`config.mk`:
```
export PLATFORM = sky130hd
export DESIGN_NAME = fbi_bus_if
export DESIGN_NICKNAME = d
export VERILOG_FILES = /design/src/fbi_burst_addr.v /design/src/fbi_bus_if.v /design/src/fbi_sync.v
export VERILOG_INCLUDE_DIRS = /design/src /design/src/include
export SDC_FILE = /design/constraint.sdc
export NUM_CORES = 1
export LEC_CHECK = 0
export BUFFER_PORTS_ARGS = -buffer_cell sky130_fd_sc_hd__buf_2
export CAP_MARGIN = 10
export CORE_ASPECT_RATIO = 1.1
export CORE_MARGIN = 2
export CORE_UTILIZATION = 39
export DETAILED_ROUTE_END_ITERATION = 12
export GPL_TIMING_DRIVEN = 0
export PLACE_DENSITY = 0.62
export SLEW_MARGIN = 20
export SYNTH_ARGS = -nofsm -noshare
export SYNTH_HDL_FRONTEND = slang
export SYNTH_HIERARCHICAL = 1
export SYNTH_SLANG_ARGS = --single-unit
```
`constraint.sdc`:
```
create_clock -name clk -period 3 [get_ports clk]
set_input_delay 0.15 -clock clk [delete_from_list [all_inputs] [get_ports clk]]
set_output_delay 0.15 -clock clk [all_outputs]
set_load 0.02 [all_outputs]
```
`src/include/fbi_defs.vh`:
```
// Shared constants of the flash bus interface
`ifndef FBI_DEFS_VH
`define FBI_DEFS_VH

// ----------------------------------------------------------------------
// Widths
// ----------------------------------------------------------------------
`define FBI_DQ_W 16
`define FBI_ADDR_W 26
`define FBI_LAT_W 4
`define FBI_SYNC_STAGES 2

// ----------------------------------------------------------------------
// Burst length encodings
// ----------------------------------------------------------------------
`define FBI_BL_8 2'h0
`define FBI_BL_16 2'h1
`define FBI_BL_CONT 2'h3
`define FBI_BL_WORDS_8 5'h08
`define FBI_BL_WORDS_16 5'h10

// ----------------------------------------------------------------------
// Reset value and minimum latency of the read configuration fields
// ----------------------------------------------------------------------
`define FBI_READ_MODE_RESET 1'b1
`define FBI_MIN_LATENCY 4'h2

// ----------------------------------------------------------------------
// Pin levels seen while the host is idle
// ----------------------------------------------------------------------
`define FBI_PIN_IDLE 1'b1

`endif

```
`src/fbi_burst_addr.v`:
```
// Next burst address with optional wrap inside the burst wordgroup
`timescale 1ns/1ps
`include "fbi_defs.vh"

module fbi_burst_addr #(
  parameter AW = 26,
  parameter WL_W = 8
) (
  // Current address and configuration
  input wire [AW-1:0] cur_addr,
  input wire wrap_en,
  input wire [1:0] burst_len,
  // Next address and wordline crossing flag
  output reg [AW-1:0] nxt_addr,
  output wire wl_cross
);

  wire [AW-1:0] inc_addr;

  assign inc_addr = cur_addr + {{(AW-1){1'b0}}, 1'b1};

  always @* begin
    nxt_addr = inc_addr;
    if (wrap_en && burst_len == `FBI_BL_8) begin
      nxt_addr = {cur_addr[AW-1:3], inc_addr[2:0]};
    end else if (wrap_en && burst_len == `FBI_BL_16) begin
      nxt_addr = {cur_addr[AW-1:4], inc_addr[3:0]};
    end
  end

  // A crossing is a move onto the first word of a new wordline
  assign wl_cross = (nxt_addr[WL_W-1:0] == {WL_W{1'b0}}) &&
                    (nxt_addr[AW-1:WL_W] != cur_addr[AW-1:WL_W]);

endmodule // fbi_burst_addr

```
`src/fbi_bus_if.v`:
```
// Host bus interface of a non-multiplexed address/data flash: bus state decode
`timescale 1ns/1ps
`include "fbi_defs.vh"

module fbi_bus_if #(
  parameter AW = `FBI_ADDR_W,
  parameter DW = `FBI_DQ_W,
  parameter LW = `FBI_LAT_W,
  parameter SG_W = 4,
  parameter WL_W = 8,
  parameter FAST_GRADE = 0
) (
  // Clock and reset
  input wire clk,
  input wire rst,
  // Bus control pins
  input wire reset_bar,
  input wire chip_select_n,
  input wire burst_clk,
  input wire address_valid_n,
  input wire output_enable_n,
  input wire write_strobe_n,
  // Address and data pins
  input wire [AW-1:0] addr_in,
  input wire [DW-1:0] dq_in,
  output wire [DW-1:0] dq_out,
  output wire dq_oe_n,
  // Wait pin
  output wire wait_out,
  output wire wait_oe_n,
  // Read configuration register fields
  input wire read_mode_select_bit,
  input wire burst_wrap_bit,
  input wire [LW-1:0] latency_count,
  input wire [1:0] burst_len,
  input wire wait_active_high,
  // Partition read mode and array read port
  input wire nonarray_mode,
  output wire [AW-1:0] arr_addr,
  input wire [DW-1:0] arr_data,
  // Write port to the command logic
  output wire wr_strobe,
  output wire [AW-1:0] wr_addr,
  output wire [DW-1:0] wr_data,
  // Program/erase engine
  output wire prog_abort
);

  // --------------------------------------------------------------------
  // Burst states
  // --------------------------------------------------------------------
  localparam [4:0] ST_IDLE = 5'h01;
  localparam [4:0] ST_LAT = 5'h02;
  localparam [4:0] ST_DATA = 5'h04;
  localparam [4:0] ST_STALL = 5'h08;
  localparam [4:0] ST_DONE = 5'h10;
  // Number of words in a burst, zero for continuous
  function [4:0] bl_words;
    input [1:0] bl;
    begin
      case (bl)
        `FBI_BL_8: bl_words = `FBI_BL_WORDS_8;
        `FBI_BL_16: bl_words = `FBI_BL_WORDS_16;
        default: bl_words = 5'h00;
      endcase
    end
  endfunction

  // --------------------------------------------------------------------
  // Pin synchronisers
  // --------------------------------------------------------------------
  wire rstb_s, ce_n_s, adv_n_s, oe_n_s, we_n_s, bclk_s;
  wire [AW-1:0] addr_s;
  wire [DW-1:0] dq_s;

  fbi_sync #(
    .W(6),
    .INIT(6'h3E)
  ) u_sync_ctl (
    .clk(clk),
    .rst(rst),
    .pin_in({reset_bar, chip_select_n, address_valid_n, output_enable_n,
             write_strobe_n, burst_clk}),
    .sync_out({rstb_s, ce_n_s, adv_n_s, oe_n_s, we_n_s, bclk_s})
  );

  fbi_sync #(
    .W(AW + DW),
    .INIT({(AW + DW){1'b0}})
  ) u_sync_bus (
    .clk(clk),
    .rst(rst),
    .pin_in({addr_in, dq_in}),
    .sync_out({addr_s, dq_s})
  );

  // --------------------------------------------------------------------
  // Previous samples for edge detection
  // --------------------------------------------------------------------
  reg rstb_p_q;
  reg ce_n_p_q;
  reg adv_n_p_q;
  reg we_n_p_q;
  reg bclk_p_q;
  reg [DW-1:0] dq_p_q;

  always @(posedge clk) begin
    if (rst) begin
      rstb_p_q <= `FBI_PIN_IDLE;
      ce_n_p_q <= `FBI_PIN_IDLE;
      adv_n_p_q <= `FBI_PIN_IDLE;
      we_n_p_q <= `FBI_PIN_IDLE;
      bclk_p_q <= 1'b0;
      dq_p_q <= {DW{1'b0}};
    end else begin
      rstb_p_q <= rstb_s;
      ce_n_p_q <= ce_n_s;
      adv_n_p_q <= adv_n_s;
      we_n_p_q <= we_n_s;
      bclk_p_q <= bclk_s;
      dq_p_q <= dq_s;
    end
  end

  // Device reset holds the interface idle except for the one-cycle prog_abort pulse
  wire dev_rst = rst | ~rstb_s;
  wire selected = ~ce_n_s;
  wire ce_rise = ce_n_s & ~ce_n_p_q;
  wire adv_rise = adv_n_s & ~adv_n_p_q & selected;
  wire we_rise = we_n_s & ~we_n_p_q & selected;
  wire bclk_rise = bclk_s & ~bclk_p_q;
  wire rd_sel = selected & ~oe_n_s & we_n_s;
  wire wr_sel = selected & ~we_n_s & oe_n_s;
  wire sync_rd = rd_sel & ~read_mode_select_bit;
  wire async_rd = rd_sel & read_mode_select_bit;

  // --------------------------------------------------------------------
  // Address latch: transparent while address valid is low
  // --------------------------------------------------------------------
  reg [AW-1:0] adv_addr_q;

  always @(posedge clk) begin
    if (dev_rst) begin
      adv_addr_q <= {AW{1'b0}};
    end else if (selected && !adv_n_s) begin
      adv_addr_q <= addr_s;
    end
  end

  // --------------------------------------------------------------------
  // Synchronous burst sequencer
  // --------------------------------------------------------------------
  reg [4:0] state_q;
  reg [LW-1:0] cnt_q;
  reg [4:0] words_q;
  reg [AW-1:0] bst_addr_q;
  reg misalign_q;
  reg stall_done_q;
  reg adv_taken_q;
  wire [AW-1:0] seq_addr;
  wire seq_cross;
  wire [4:0] bl_n = bl_words(burst_len);
  wire [4:0] words_inc = words_q + 5'h01;
  wire [LW-1:0] cnt_inc = cnt_q + {{(LW-1){1'b0}}, 1'b1};
  wire [LW-1:0] lat_eff = (latency_count < `FBI_MIN_LATENCY) ? `FBI_MIN_LATENCY : latency_count;
  wire wrap_on = burst_wrap_bit & (burst_len != `FBI_BL_CONT);
  wire lat_hit = (cnt_inc >= lat_eff);
  wire stall_hit = (cnt_inc >= lat_eff - {{(LW-1){1'b0}}, 1'b1});
  wire latch_clk;
  wire latch_adv;

  fbi_burst_addr #(
    .AW(AW),
    .WL_W(WL_W)
  ) u_burst_addr (
    .cur_addr(bst_addr_q),
    .wrap_en(wrap_on),
    .burst_len(burst_len),
    .nxt_addr(seq_addr),
    .wl_cross(seq_cross)
  );

  // Fast grade keeps relatching on each edge while valid is low
  assign latch_clk = sync_rd & !adv_n_s & bclk_rise &
                     ((FAST_GRADE != 0) || !adv_taken_q);
  // Slow grade also latches on the valid rising edge if no clock came
  assign latch_adv = (FAST_GRADE == 0) & sync_rd & adv_rise &
                     !adv_taken_q & (state_q == ST_IDLE);
  wire [AW-1:0] latch_addr = latch_clk ? addr_s : adv_addr_q;

  always @(posedge clk) begin
    if (dev_rst || !sync_rd) begin
      state_q <= ST_IDLE;
      cnt_q <= {LW{1'b0}};
      words_q <= 5'h00;
      bst_addr_q <= {AW{1'b0}};
      misalign_q <= 1'b0;
      stall_done_q <= 1'b0;
      adv_taken_q <= 1'b0;
    end else if (latch_clk || latch_adv) begin
      state_q <= ST_LAT;
      cnt_q <= latch_clk ? {{(LW-1){1'b0}}, 1'b1} : {LW{1'b0}};
      words_q <= 5'h00;
      bst_addr_q <= latch_addr;
      misalign_q <= (latch_addr[SG_W-1:0] != {SG_W{1'b0}});
      stall_done_q <= 1'b0;
      adv_taken_q <= 1'b1;
    end else begin
      if (adv_n_s && state_q == ST_IDLE) adv_taken_q <= 1'b0;
      if (bclk_rise) begin
        case (state_q)
          ST_IDLE: state_q <= ST_IDLE;
          ST_LAT: begin
            if (lat_hit) state_q <= ST_DATA;
            cnt_q <= cnt_inc;
          end
          ST_DATA: begin
            words_q <= words_inc;
            if (bl_n != 5'h00 && words_inc == bl_n) begin
              state_q <= ST_DONE;
            end else if (nonarray_mode) begin
              state_q <= ST_DATA;
            end else begin
              bst_addr_q <= seq_addr;
              if (seq_cross && misalign_q && !stall_done_q && lat_eff > 4'h2) begin
                state_q <= ST_STALL;
                cnt_q <= {{(LW-1){1'b0}}, 1'b1};
                stall_done_q <= 1'b1;
              end
            end
          end
          ST_STALL: begin
            if (stall_hit) state_q <= ST_DATA;
            cnt_q <= cnt_inc;
          end
          ST_DONE: state_q <= ST_DONE;
          default: state_q <= ST_IDLE;
        endcase
      end
    end
  end

  // --------------------------------------------------------------------
  // Asynchronous write capture, clock never consulted
  // --------------------------------------------------------------------
  reg wr_addr_taken_q;
  reg [AW-1:0] wr_addr_hold_q;
  reg wr_seen_q;
  wire [AW-1:0] wr_addr_now = wr_addr_taken_q ? wr_addr_hold_q : adv_addr_q;
  wire wr_fire = wr_seen_q & (we_rise | ce_rise);

  always @(posedge clk) begin
    if (dev_rst) begin
      wr_addr_taken_q <= 1'b0;
      wr_addr_hold_q <= {AW{1'b0}};
      wr_seen_q <= 1'b0;
    end else begin
      if (!wr_addr_taken_q && (adv_rise || ce_rise)) begin
        wr_addr_hold_q <= adv_addr_q;
        wr_addr_taken_q <= 1'b1;
      end else if (ce_n_s) begin
        wr_addr_taken_q <= 1'b0;
      end
      if (wr_fire || ce_n_s) begin
        wr_seen_q <= 1'b0;
      end else if (wr_sel) begin
        wr_seen_q <= 1'b1;
      end
    end
  end

  // --------------------------------------------------------------------
  // Output registers
  // --------------------------------------------------------------------
  reg [DW-1:0] dq_q;
  reg dq_oe_n_q;
  reg wait_q;
  reg wait_oe_n_q;
  reg [AW-1:0] arr_addr_q;
  reg wr_strobe_q;
  reg [AW-1:0] wr_addr_q;
  reg [DW-1:0] wr_data_q;
  reg prog_abort_q;
  reg data_bad;

  // Invalid data whenever a burst is not presenting a word
  always @* begin
    data_bad = sync_rd && (state_q != ST_DATA);
  end

  // Only the reset pin aborts; deselect leaves the engine alone
  always @(posedge clk) begin
    prog_abort_q <= ~rst & rstb_p_q & ~rstb_s;
  end

  always @(posedge clk) begin
    if (dev_rst) begin
      dq_q <= {DW{1'b0}};
      dq_oe_n_q <= 1'b1;
      wait_q <= ~wait_active_high;
      wait_oe_n_q <= 1'b1;
      arr_addr_q <= {AW{1'b0}};
      wr_strobe_q <= 1'b0;
      wr_addr_q <= {AW{1'b0}};
      wr_data_q <= {DW{1'b0}};
    end else begin
      dq_oe_n_q <= ~rd_sel;
      wait_oe_n_q <= ~selected;
      // Wait polarity follows the configuration
      wait_q <= data_bad ? wait_active_high : ~wait_active_high;
      if (async_rd) begin
        arr_addr_q <= adv_n_s ? adv_addr_q : addr_s;
      end else if (sync_rd) begin
        arr_addr_q <= bst_addr_q;
      end
      dq_q <= arr_data;
      wr_strobe_q <= wr_fire;
      if (wr_fire) begin
        wr_addr_q <= wr_addr_now;
        wr_data_q <= dq_p_q;
      end
    end
  end

  assign dq_out = dq_q;
  assign dq_oe_n = dq_oe_n_q;
  assign wait_out = wait_q;
  assign wait_oe_n = wait_oe_n_q;
  assign arr_addr = arr_addr_q;
  assign wr_strobe = wr_strobe_q;
  assign wr_addr = wr_addr_q;
  assign wr_data = wr_data_q;
  assign prog_abort = prog_abort_q;

endmodule // fbi_bus_if

```
`src/fbi_sync.v`:
```
// Two-stage synchroniser for a group of pin inputs
`timescale 1ns/1ps

module fbi_sync #(
  parameter W = 1,
  parameter [W-1:0] INIT = {W{1'b0}}
) (
  // Clock and reset
  input wire clk,
  input wire rst,
  // Pin side
  input wire [W-1:0] pin_in,
  // Clock domain side
  output wire [W-1:0] sync_out
);

  reg [W-1:0] meta_q;
  reg [W-1:0] sync_q;

  always @(posedge clk) begin
    if (rst) begin
      meta_q <= INIT;
      sync_q <= INIT;
    end else begin
      meta_q <= pin_in;
      sync_q <= meta_q;
    end
  end

  assign sync_out = sync_q;

endmodule // fbi_sync
```
# ---- After elaboration in Yosys (flattened, before gate mapping)
# Index checks and enable logic that the tools add are counted.
dict set report op_classes {
  add_sub_neg 4
  order_cmp 4
  n_bitwise 38
  n_reduce_logical 39
  muxes 35
  eq_ne 21
}
# op count
set op_table {}
lappend op_table {{two-way mux 26 bit} 12}
lappend op_table {{adder 26 x 1 -> 26 bit, second input constant} 1}
lappend op_table {{two-way mux 5 bit} 5}
lappend op_table {{two-way mux 4 bit} 6}
lappend op_table {{AND 1 bit} 22}
lappend op_table {{case mux 5 bit (4 select lines)} 1}
lappend op_table {{!= test 18 bit} 1}
lappend op_table {{!= test 3 bit, second input constant} 5}
lappend op_table {{inverter 1 bit} 14}
lappend op_table {{AND reduction 4 bit} 3}
lappend op_table {{logical AND 1 bit} 11}
lappend op_table {{case mux 5 bit (2 select lines)} 1}
lappend op_table {{AND reduction 5 bit} 2}
lappend op_table {{nonzero test 2 bit} 5}
lappend op_table {{greater-or-equal comparator 4 bit} 2}
lappend op_table {{zero test 8 bit} 1}
lappend op_table {{!= test 2 bit, second input constant} 4}
lappend op_table {{case mux 4 bit (2 select lines)} 1}
lappend op_table {{two-way mux 1 bit} 7}
lappend op_table {{OR reduction 2 bit} 3}
lappend op_table {{adder 5 x 1 -> 5 bit, second input constant} 1}
lappend op_table {{equality test 5 x 1 -> 1 bit, second input constant} 1}
lappend op_table {{equality test 5 x 2 -> 1 bit, second input constant} 1}
lappend op_table {{equality test 5 x 3 -> 1 bit, second input constant} 1}
lappend op_table {{other kinds (21)} 30}
dict set report word_totals {
  input_bits 76
  reg_bits 303
  output_inout_bits 89
}

# ---- Logic depth before layout (Yosys ltp)
# Gate-level depths: netlist of the first run.
dict set report depth {
  depth_word 16
  depth_mapped 12
  depth_no_buf 12
}

# ---- Modules after synthesis
# The synthesis of the first run kept the hierarchy.
# mod instances seq_area_each_um2 cells_per_inst area_per_inst_um2
set by_module_without_submodules {}
lappend by_module_without_submodules {fbi_bus_if 1 4144.0 1029 8757.1}
lappend by_module_without_submodules {{fbi_sync at u_sync_bus} 1 1681.6 177 2292.2}
lappend by_module_without_submodules {fbi_burst_addr 1 0.0 76 539.3}
lappend by_module_without_submodules {{fbi_sync at u_sync_ctl} 1 240.2 25 325.3}

# ---- Worst setup path after synthesis of the first run
# No wires, ideal clock.
dict set report synth_timing {
  kind {reg-to-reg}
  from {register bst_addr_q[0]}
  to {register cnt_q[3]}
  n_path_buf 0
  arrival_time_ps 2528
  required_time_ps 2936
  setup_time_ps 64
  path_stages_with_launch 12
  slack_ps 408
  path_cell_list {dfxtp_1 -> ha_1 -> nand3_1 -> or3_4 -> nor2_1 -> nand2_1 -> a211oi_1 -> nor2_1 -> or3_1 -> o22ai_2 -> mux2_2 -> nor2_1}
}
dict set report synth_between {
  elab_chain_cells 10
}
# element line_no
set synth_rtl {}
lappend synth_rtl {{from (decl)} fbi_bus_if.v:156} ;# reg [AW-1:0] bst_addr_q;
lappend synth_rtl {{from (signal assigned)} fbi_bus_if.v:196} ;# bst_addr_q <= {AW{1'b0}};
lappend synth_rtl {{from (signal assigned)} fbi_bus_if.v:204} ;# bst_addr_q <= latch_addr;
lappend synth_rtl {{from (signal assigned)} fbi_bus_if.v:224} ;# bst_addr_q <= seq_addr;
lappend synth_rtl {{adder 26 x 1 -> 26 bit *} fbi_burst_addr.v:20} ;# assign inc_addr = cur_addr + {{(AW-1){1'b0}}, 1'b1};
lappend synth_rtl {{two-way mux 26 bit} fbi_burst_addr.v:26} ;# end else if (wrap_en && burst_len == `FBI_BL_16) begin
lappend synth_rtl {{two-way mux 26 bit *} fbi_burst_addr.v:24} ;# if (wrap_en && burst_len == `FBI_BL_8) begin
lappend synth_rtl {{!= test 18 bit / zero test 8 bit (equally long branches)} {fbi_burst_addr.v:33, fbi_burst_addr.v:32}}
lappend synth_rtl {{logical AND 1 bit *} fbi_burst_addr.v:32} ;# assign wl_cross = (nxt_addr[WL_W-1:0] == {WL_W{1'b0}}) &&
lappend synth_rtl {{named net seq_cross} fbi_bus_if.v:161} ;# wire seq_cross;
lappend synth_rtl {{logical AND 1 bit * (3 in a row)} fbi_bus_if.v:225} ;# if (seq_cross && misalign_q && !stall_done_q && lat_eff > 4'h2) begin
lappend synth_rtl {{!= test 3 bit (no source line) *} -}
lappend synth_rtl {{AND reduction 5 bit (no source line) *} -}
lappend synth_rtl {{to (signal assigned)} fbi_bus_if.v:215} ;# cnt_q <= cnt_inc;
lappend synth_rtl {{to (signal assigned)} fbi_bus_if.v:227} ;# cnt_q <= {{(LW-1){1'b0}}, 1'b1};
lappend synth_rtl {{to (signal assigned)} fbi_bus_if.v:234} ;# cnt_q <= cnt_inc;
lappend synth_rtl {{to (decl)} fbi_bus_if.v:154} ;# reg [LW-1:0] cnt_q;
# The timed path passes the listed nets; every way through them passes the cells marked *.
# A chain may end at the register's enable or synchronous reset.

# ---- Final worst setup path of the first run
# Ends and elaborated chain as after synthesis.

==> qor.txt, run 1 <==
Final period util: 0.953
Cell Area, Placed: 13,300 µm²
Fin. Hold Viols: 0
PD cells: 555 nW/µm²
Crit-path cells: ha_2 -> nand3_2 -> or3_4 -> nor2_1 -> nand2_1 -> a211oi_2 -> nor2_1 -> or3_1 -> o22ai_4 -> mux2_2 -> nor2_1
Routed Antenna Nets: 0
Die ar.: 32,000 µm²
Hold-critical path depth: 5
Post-Syn Area: 11,900 µm²
DRC viols: 0
Setup crit end kind: register
Design area: 14,900 µm²
R2R Setup Slk: 140 ps
Gr usage total: 0.188
Filler cell count in the final layout: 2,843
Synthesized area per cell: 9.12 µm²
Reg clk slew, reported paths: 60 ps
Post-synthesis sequential area ratio: 0.509
IO Count: 165
Initial core utilization: 0.394
Final worst path period need: 2860 ps
Req. time, crit path: 3500 ps
Worst EP arrival: 3360 ps
DIE HEIGHT: 187 µm
Clk pwr share: 0.451
Synth async-reset ratio: 0
Slew @ Worst Pin: 802 ps
Antenna cells: 0
Worst path max stage delay: 410 ps
Area grow syn2layout: 25.4%
Total Wirelength: 30,500 µm
Unrepaired setup endpoints after global routing: no
Multi-input gate area: 5390 µm²
1st-pass router iterations: 5
Wire per inst: 15.2 µm
Finished Core Util: 0.494
Die X: 171 µm
TritonCTS clock tree: done
WP buf/inv: 0
Total Nets Final: 1,662
Vias in the first global route: 9,282
Int Power: 6.49 mW
Hold Slack: 75.4 ps
Status: complete, no violations
Yosys cell types: 58
Initial DRC count: 489
CP max FO: 7
Mapped Cells: 1,307
Largest net degree at the start of global routing: 17
Layout Skew: 16.0 ps
Fraction of layout cells with a size suffix above 1: 0.166
Most used flip-flop cell after synthesis: dfxtp_1
Slew HR: 0.464
CP most frequent cell: nor2_1
Syn. warnings: 6
Clock Latency Late Sink: 560 ps
Final Total Pwr: 8.28 mW
Total number of vias: 9,699
Min-Delay Path Class: in -> reg
Gpl congestion: 0.881
Initial antenna violation count: 0
Gate power share: 0.049
Vias per std cell: 4.85
HP Start: nonarray_mode
Switching Fraction: 0.216
Register area: 6070 µm²
Seq pwr share: 0.500
Slew Viols, Final: 0
Worst vdd ir: 0.324 mV
# H-tree levels: 1
FMAX: 0.350 GHz
Post-synth EDFFs: 0
Port bufs: 164
DP Wirelength: 22,300 µm
Post-Syn Nets: 1,397
Finish-stage setup viols: 0
Leak: 5.90 nW
Hold EP: state_q[2]$_SDFFE_PP0P_
CTS Buf Count: 31
Clock root buffer: clkbuf_16
R2R cell count: 11
Met3 usage: 0.0241
#FFs+latches synth: 303
Cell Count, Final, Fillers Out: 2,001
CP startpoint kind: register
CORE AREA: 30,300 µm²
R2R Path End: cnt_q[3]$_SDFFE_PP0P_
RR Startpoint: bst_addr_q[0]$_SDFFE_PP0P_
Clock sink total: 303
Clock Tree Buf Depth: 3
FP Rows: 67
First-pass GRT wire length: 48,300 µm
Worst path slowest cell: or3_1
Grt total ovfl: 0
GRT busiest layer: met2
Met2 Use GR: 0.327
NetSw: 1.79 mW
Family with the most delay on the worst path: simple AND/OR/NAND/NOR gates
Max Cap Violations: 0
Placed cells: 1,885
CP Class: reg -> reg
GR Util met1: 0.240
stage by stage:
step / TNS [ps] / worst slack, ps
final: 0 / 141
after global routing: 0 / 17.3
after CTS: 0 / 10.3
after detailed placement: -125 / -123
after global placement: -69.8 / -69.8
after floorplan: 0 / 408
how the worst max path moves through the flow:
stage                                     startpoint               endpoint  slack [ps]  cells past startpoint
final                     bst_addr_q[0]$_SDFFE_PP0P_  cnt_q[3]$_SDFFE_PP0P_         140                     11
after global routing      bst_addr_q[0]$_SDFFE_PP0P_  cnt_q[3]$_SDFFE_PP0P_          20                     11
after CTS                 bst_addr_q[0]$_SDFFE_PP0P_  cnt_q[3]$_SDFFE_PP0P_          10                     11
after detailed placement                burst_len[0]  cnt_q[3]$_SDFFE_PP0P_        -120                     13
after global placement                  burst_len[0]  cnt_q[3]$_SDFFE_PP0P_         -70                     13
after floorplan           bst_addr_q[0]$_SDFFE_PP0P_  cnt_q[3]$_SDFFE_PP0P_         410                     11
flip-flops by register name (all words and copies together), names as in the netlist, 16 cells and up:
name and count:
u_sync_bus/meta_q 42, adv_addr_q 26, arr_addr 26, wr_addr_hold_q 26, dq_out 16, u_sync_bus/sync_out 42, wr_data 16, wr_addr 26
bst_addr_q 26, dq_p_q 16
cell usage in the layout (no fill, tap or decap), types with 10 or more instances in the layout:
| master | count |
|---|---|
| nand3_1 | 10 |
| xor2_1 | 10 |
| clkbuf_16 | 31 |
| nor2_1 | 64 |
| ha_1 | 13 |
| buf_2 | 174 |
| nor2b_1 | 105 |
| nand2_1 | 265 |
| mux2i_1 | 80 |
| o211ai_1 | 53 |
| buf_6 | 11 |
| or2_1 | 11 |
| dlygate4sd3_1 | 66 |
| clkbuf_1 | 62 |
| a21oi_1 | 130 |
| xnor2_1 | 27 |
| nor3_1 | 12 |
| dfxtp_1 | 301 |
| a211oi_1 | 29 |
| inv_1 | 12 |
| nand4_1 | 11 |
| and2_1 | 16 |
area by class of cell:
type,count,area share
timing repair buffer,232,0.100
sequential,303,0.406
inverter,12,0.00302
multi-input combinational,903,0.361
clock buffer,39,0.0580
tap,414,0.0347
buffer,89,0.0293
clock inverter,9,0.00804
cell usage after synthesis, types with 2 or more instances:
master     instances  share of area
a21oi_1          130          0.055
nand2_1          265          0.083
nand3_1           11         0.0046
buf_2             10         0.0042
o2111ai_1          2         0.0015
nor3_1            12         0.0050
and3_1             3         0.0016
clkbuf_1          60          0.019
ha_1              14          0.015
or2_2              7         0.0037
nor2_1            64          0.020
o21bai_1           2         0.0013
dfxtp_1          303           0.51
a31oi_1            2         0.0011
nand3b_1           2         0.0013
o31ai_1            2         0.0013
and2_1            16         0.0084
inv_1             12         0.0038
buf_4              2         0.0013
o211ai_1          53          0.033
and4_1             2         0.0015
or3_4              2         0.0019
xor2_1            10         0.0074
nand4_1           11         0.0058
nand2b_1           8         0.0042
or2_1             11         0.0058
buf_6             11          0.010
a211oi_1          30          0.019
a22oi_1            2         0.0013
xnor2_1           27          0.020
o21ai_0            3         0.0013
and2b_2            2         0.0015
or3_1              4         0.0021
mux2i_1           80          0.067
nor2b_1          105          0.055
buf_1              5         0.0016
per-layer routing:
layer,vias up,share of wire
li1,4928,-
met1,4452,0.44
met5,-,0
met2,266,0.48
met4,0,0.026
met3,53,0.046
worst register-to-register path, stage by stage, from the launching register on:
cell and delay (ps):
dfxtp_2 390, ha_2 230, nand3_2 120, or3_4 400
nor2_1 130, nand2_1 100, a211oi_2 270, nor2_1 110
or3_1 410, o22ai_4 210, mux2_2 360, nor2_1 80
timing repair:
action                     4_1_cts  5_1_grt
hold buffers                    66        0
pin swaps                        0        2
buffers inserted                 0        2
setup endpoints to repair        3        4
hold endpoints to repair        66        0
resized for setup                2        4
power groups by stage:
stage / sequential [mW] / clock, mW / combinational, mW
after floorplan: 4.23 / 0 / 0.187
after global placement: 4.23 / 0 / 0.337
after detailed placement: 4.23 / 0 / 0.341
after CTS: 4.14 / 3.81 / 0.409
after global routing: 4.15 / 3.98 / 0.450
final: 4.14 / 3.73 / 0.409
cell families after synthesis:
group,Yosys count,share of synthesized area
buf+inv,101,0.0405
flops,303,0.509
fa+ha+maj,14,0.0147
compound gates,236,0.124
simple gates,535,0.216
xor+xnor,37,0.0272
mux,81,0.0682
No activity file was read; power rests on OpenSTA's default activity.
==> run 2, diff against run 1 <==
==> constraint.sdc (replaced) <==
create_clock -name clk -period 3.7 [get_ports clk]
set_input_delay 0.185 -clock clk [delete_from_list [all_inputs] [get_ports clk]]
set_output_delay 0.185 -clock clk [all_outputs]
set_load 0.02 [all_outputs]
==> qor.txt, run 2 (synthesized netlist as in run 1, its figures left out) <==
Status: complete, no violations
IO Count: 165 (unchanged)
R2R cell count: 11 (unchanged)
Worst setup startpoint: bst_addr_q[0]$_SDFFE_PP0P_
CP max FO: 7 (unchanged)
Worst path max stage delay: 460 ps (+50 ps)
Placed cells: 1,885 (unchanged)
Worst path slowest cell: a211oi_1
Reg clk slew, reported paths: 60 ps (about the same)
Req. time, crit path: 4200 ps (+700 ps)
Commonest non-fill, non-tap cell in the layout: dfxtp_1
Clock sink total: 303 (unchanged)
Family with the most delay on the worst path: simple AND/OR/NAND/NOR gates
Slew Viols, Final: 0 (unchanged)
Fin. Hold Viols: 0 (unchanged)
Hold Slack: 43.1 ps (-32.4 ps)
Die ar.: 32,000 µm² (unchanged)
R2R Path End: cnt_q[3]$_SDFFE_PP0P_
Finish-stage setup viols: 0 (unchanged)
First-pass GRT wire length: 48,300 µm (about the same)
Vias in the first global route: 9,296 (+0.15%)
CP most frequent cell: nor2_1
Antenna cells: 0 (unchanged)
CORE AREA: 30,300 µm² (unchanged)
WP buf/inv: 0 (unchanged)
Setup TNS: 0 ps (unchanged)
FMAX: 0.311 GHz (-11%)
Largest net degree at the start of global routing: 17 (unchanged)
DRC viols: 0 (unchanged)
Initial antenna violation count: 0 (unchanged)
Filler cell count in the final layout: 2,845 (+0.070%)
DP Wirelength: 22,300 µm (unchanged)
Grt total ovfl: 0 (unchanged)
Clock Latency Late Sink: 560 ps (about the same)
Final worst path period need: 3220 ps (+361 ps)
Most frequent cells in the layout: 303 x dfxtp_1, 265 x nand2_1, 174 x buf_2
Gpl congestion: 0.881 (unchanged)
Initial core utilization: 0.394 (unchanged)
TritonCTS clock tree: done
Total number of vias: 9,688 (-0.11%)
FP Rows: 67 (unchanged)
Worst setup path end: cnt_q[3]$_SDFFE_PP0P_
RR Startpoint: bst_addr_q[0]$_SDFFE_PP0P_
DIE HEIGHT: 187 µm (unchanged)
Layout Skew: 17.6 ps (+1.60 ps)
Crit-path cells: ha_1 -> nand3_1 -> or3_4 -> nor2_1 -> nand2_1 -> a211oi_1 -> nor2_1 -> or3_1 -> o22ai_2 -> mux2_2 -> nor2_1
# H-tree levels: 1 (unchanged)
Slew @ Worst Pin: 808 ps (+6.50 ps)
Stages on the worst setup path: 11 (unchanged)
Die X: 171 µm (unchanged)
Port bufs: 164 (unchanged)
Total Wirelength: 30,500 µm (about the same)
Worst vdd ir: 0.258 mV (-20%)
Clock Tree Buf Depth: 3 (unchanged)
Min-Delay Path Class: in -> reg
Area grow syn2layout: 25.0%
Unrepaired setup endpoints after global routing: no
Clock root buffer: clkbuf_16
Vias per std cell: 4.85 (about the same)
Worst EP arrival: 3710 ps (+350 ps)
CP Class: reg -> reg
Hold-critical path depth: 2 (-3)
Max Cap Violations: 0 (unchanged)
CTS Buf Count: 31 (unchanged)
Setup crit end kind: register
CP startpoint kind: register
Total Nets Final: 1,659 (-0.18%)
Slew HR: 0.460 (-0.00434)
Cell Count, Final, Fillers Out: 1,998 (-0.15%)
Finished Core Util: 0.492 (-0.00157)
PD cells: 451 nW/µm² (-19%)
Fraction of layout cells with a size suffix above 1: 0.162 (-0.00410)
Wire per inst: 15.3 µm (+0.24%)
R2R Setup Slk: 480 ps (+340 ps)
Initial DRC count: 524 (+7.2%)
Final period util: 0.870 (-0.0828)
Leak: 5.88 nW (-0.24%)
Routed Antenna Nets: 0 (unchanged)
1st-pass router iterations: 5 (unchanged)
Gr usage total: 0.188 (about the same)
-- run 2: cell type report --
cell class	count	area, µm²	area share
buffer	89	438	0.0294
clock buffer	39	866	0.0582
clock inverter	9	120	0.00807
inverter	12	45.0	0.00303
multi-input combinational	903	5370	0.360
sequential	303	6070	0.407
tap	414	518	0.0348
timing repair buffer	229	1470	0.0988
-- run 2: where the power goes --
group	internal [mW]	total, mW	switching (mW)
registers	3.33	3.36	0.0273
logic	0.156	0.331	0.176
clock network	1.78	3.03	1.25
total	5.27	6.72	1.45
-- run 2: per-stage QoR --
step	instance area, µm²	power (mW)	setup slack [ps]
after floorplan	11900	3.59	1110
after global placement	13300	3.70	595
after detailed placement	13300	3.71	542
after CTS	14900	6.78	567
after global routing	14900	6.95	328
final	14900	6.72	480
-- run 2: worst min-delay path by stage --
stage / start / endpoint / slack [ps]
after floorplan: write_strobe_n / u_sync_ctl/meta_q[1]$_SDFF_PP1_ / 280
after global placement: reset_bar / u_sync_ctl/meta_q[5]$_SDFF_PP1_ / 370
after detailed placement: reset_bar / u_sync_ctl/meta_q[5]$_SDFF_PP1_ / 370
after CTS: rst / rstb_p_q$_SDFF_PP1_ / 20
after global routing: rst / rstb_p_q$_SDFF_PP1_ / 60
final: rst / rstb_p_q$_SDFF_PP1_ / 40
-- run 2: per-layer routing --
metal / share of wire / vias to the layer above / global-route usage / wire length [µm]
li1: - / 4917 / - / -
met1: 0.44 / 4438 / 0.240 / 13400
met2: 0.48 / 282 / 0.327 / 14800
met3: 0.052 / 51 / 0.0239 / 1590
met4: 0.026 / 0 / 0.0582 / 799
met5: 0 / - / 0 / 0
-- run 2: timing repair --
action,in CTS,in global routing
hold endpoints to repair,65,0
hold buffers,65,0
resized for setup,0,0
setup endpoints to repair,0,0
setup buffers,0,0
-- run 2: worst reg2reg max path, stage by stage, from the launching register on --
cell and delay, ps:
dfxtp_1 440, ha_1 240, nand3_1 180, or3_4 410
nor2_1 130, nand2_1 80, a211oi_1 460, nor2_1 130
or3_1 390, o22ai_2 240, mux2_2 370, nor2_1 80
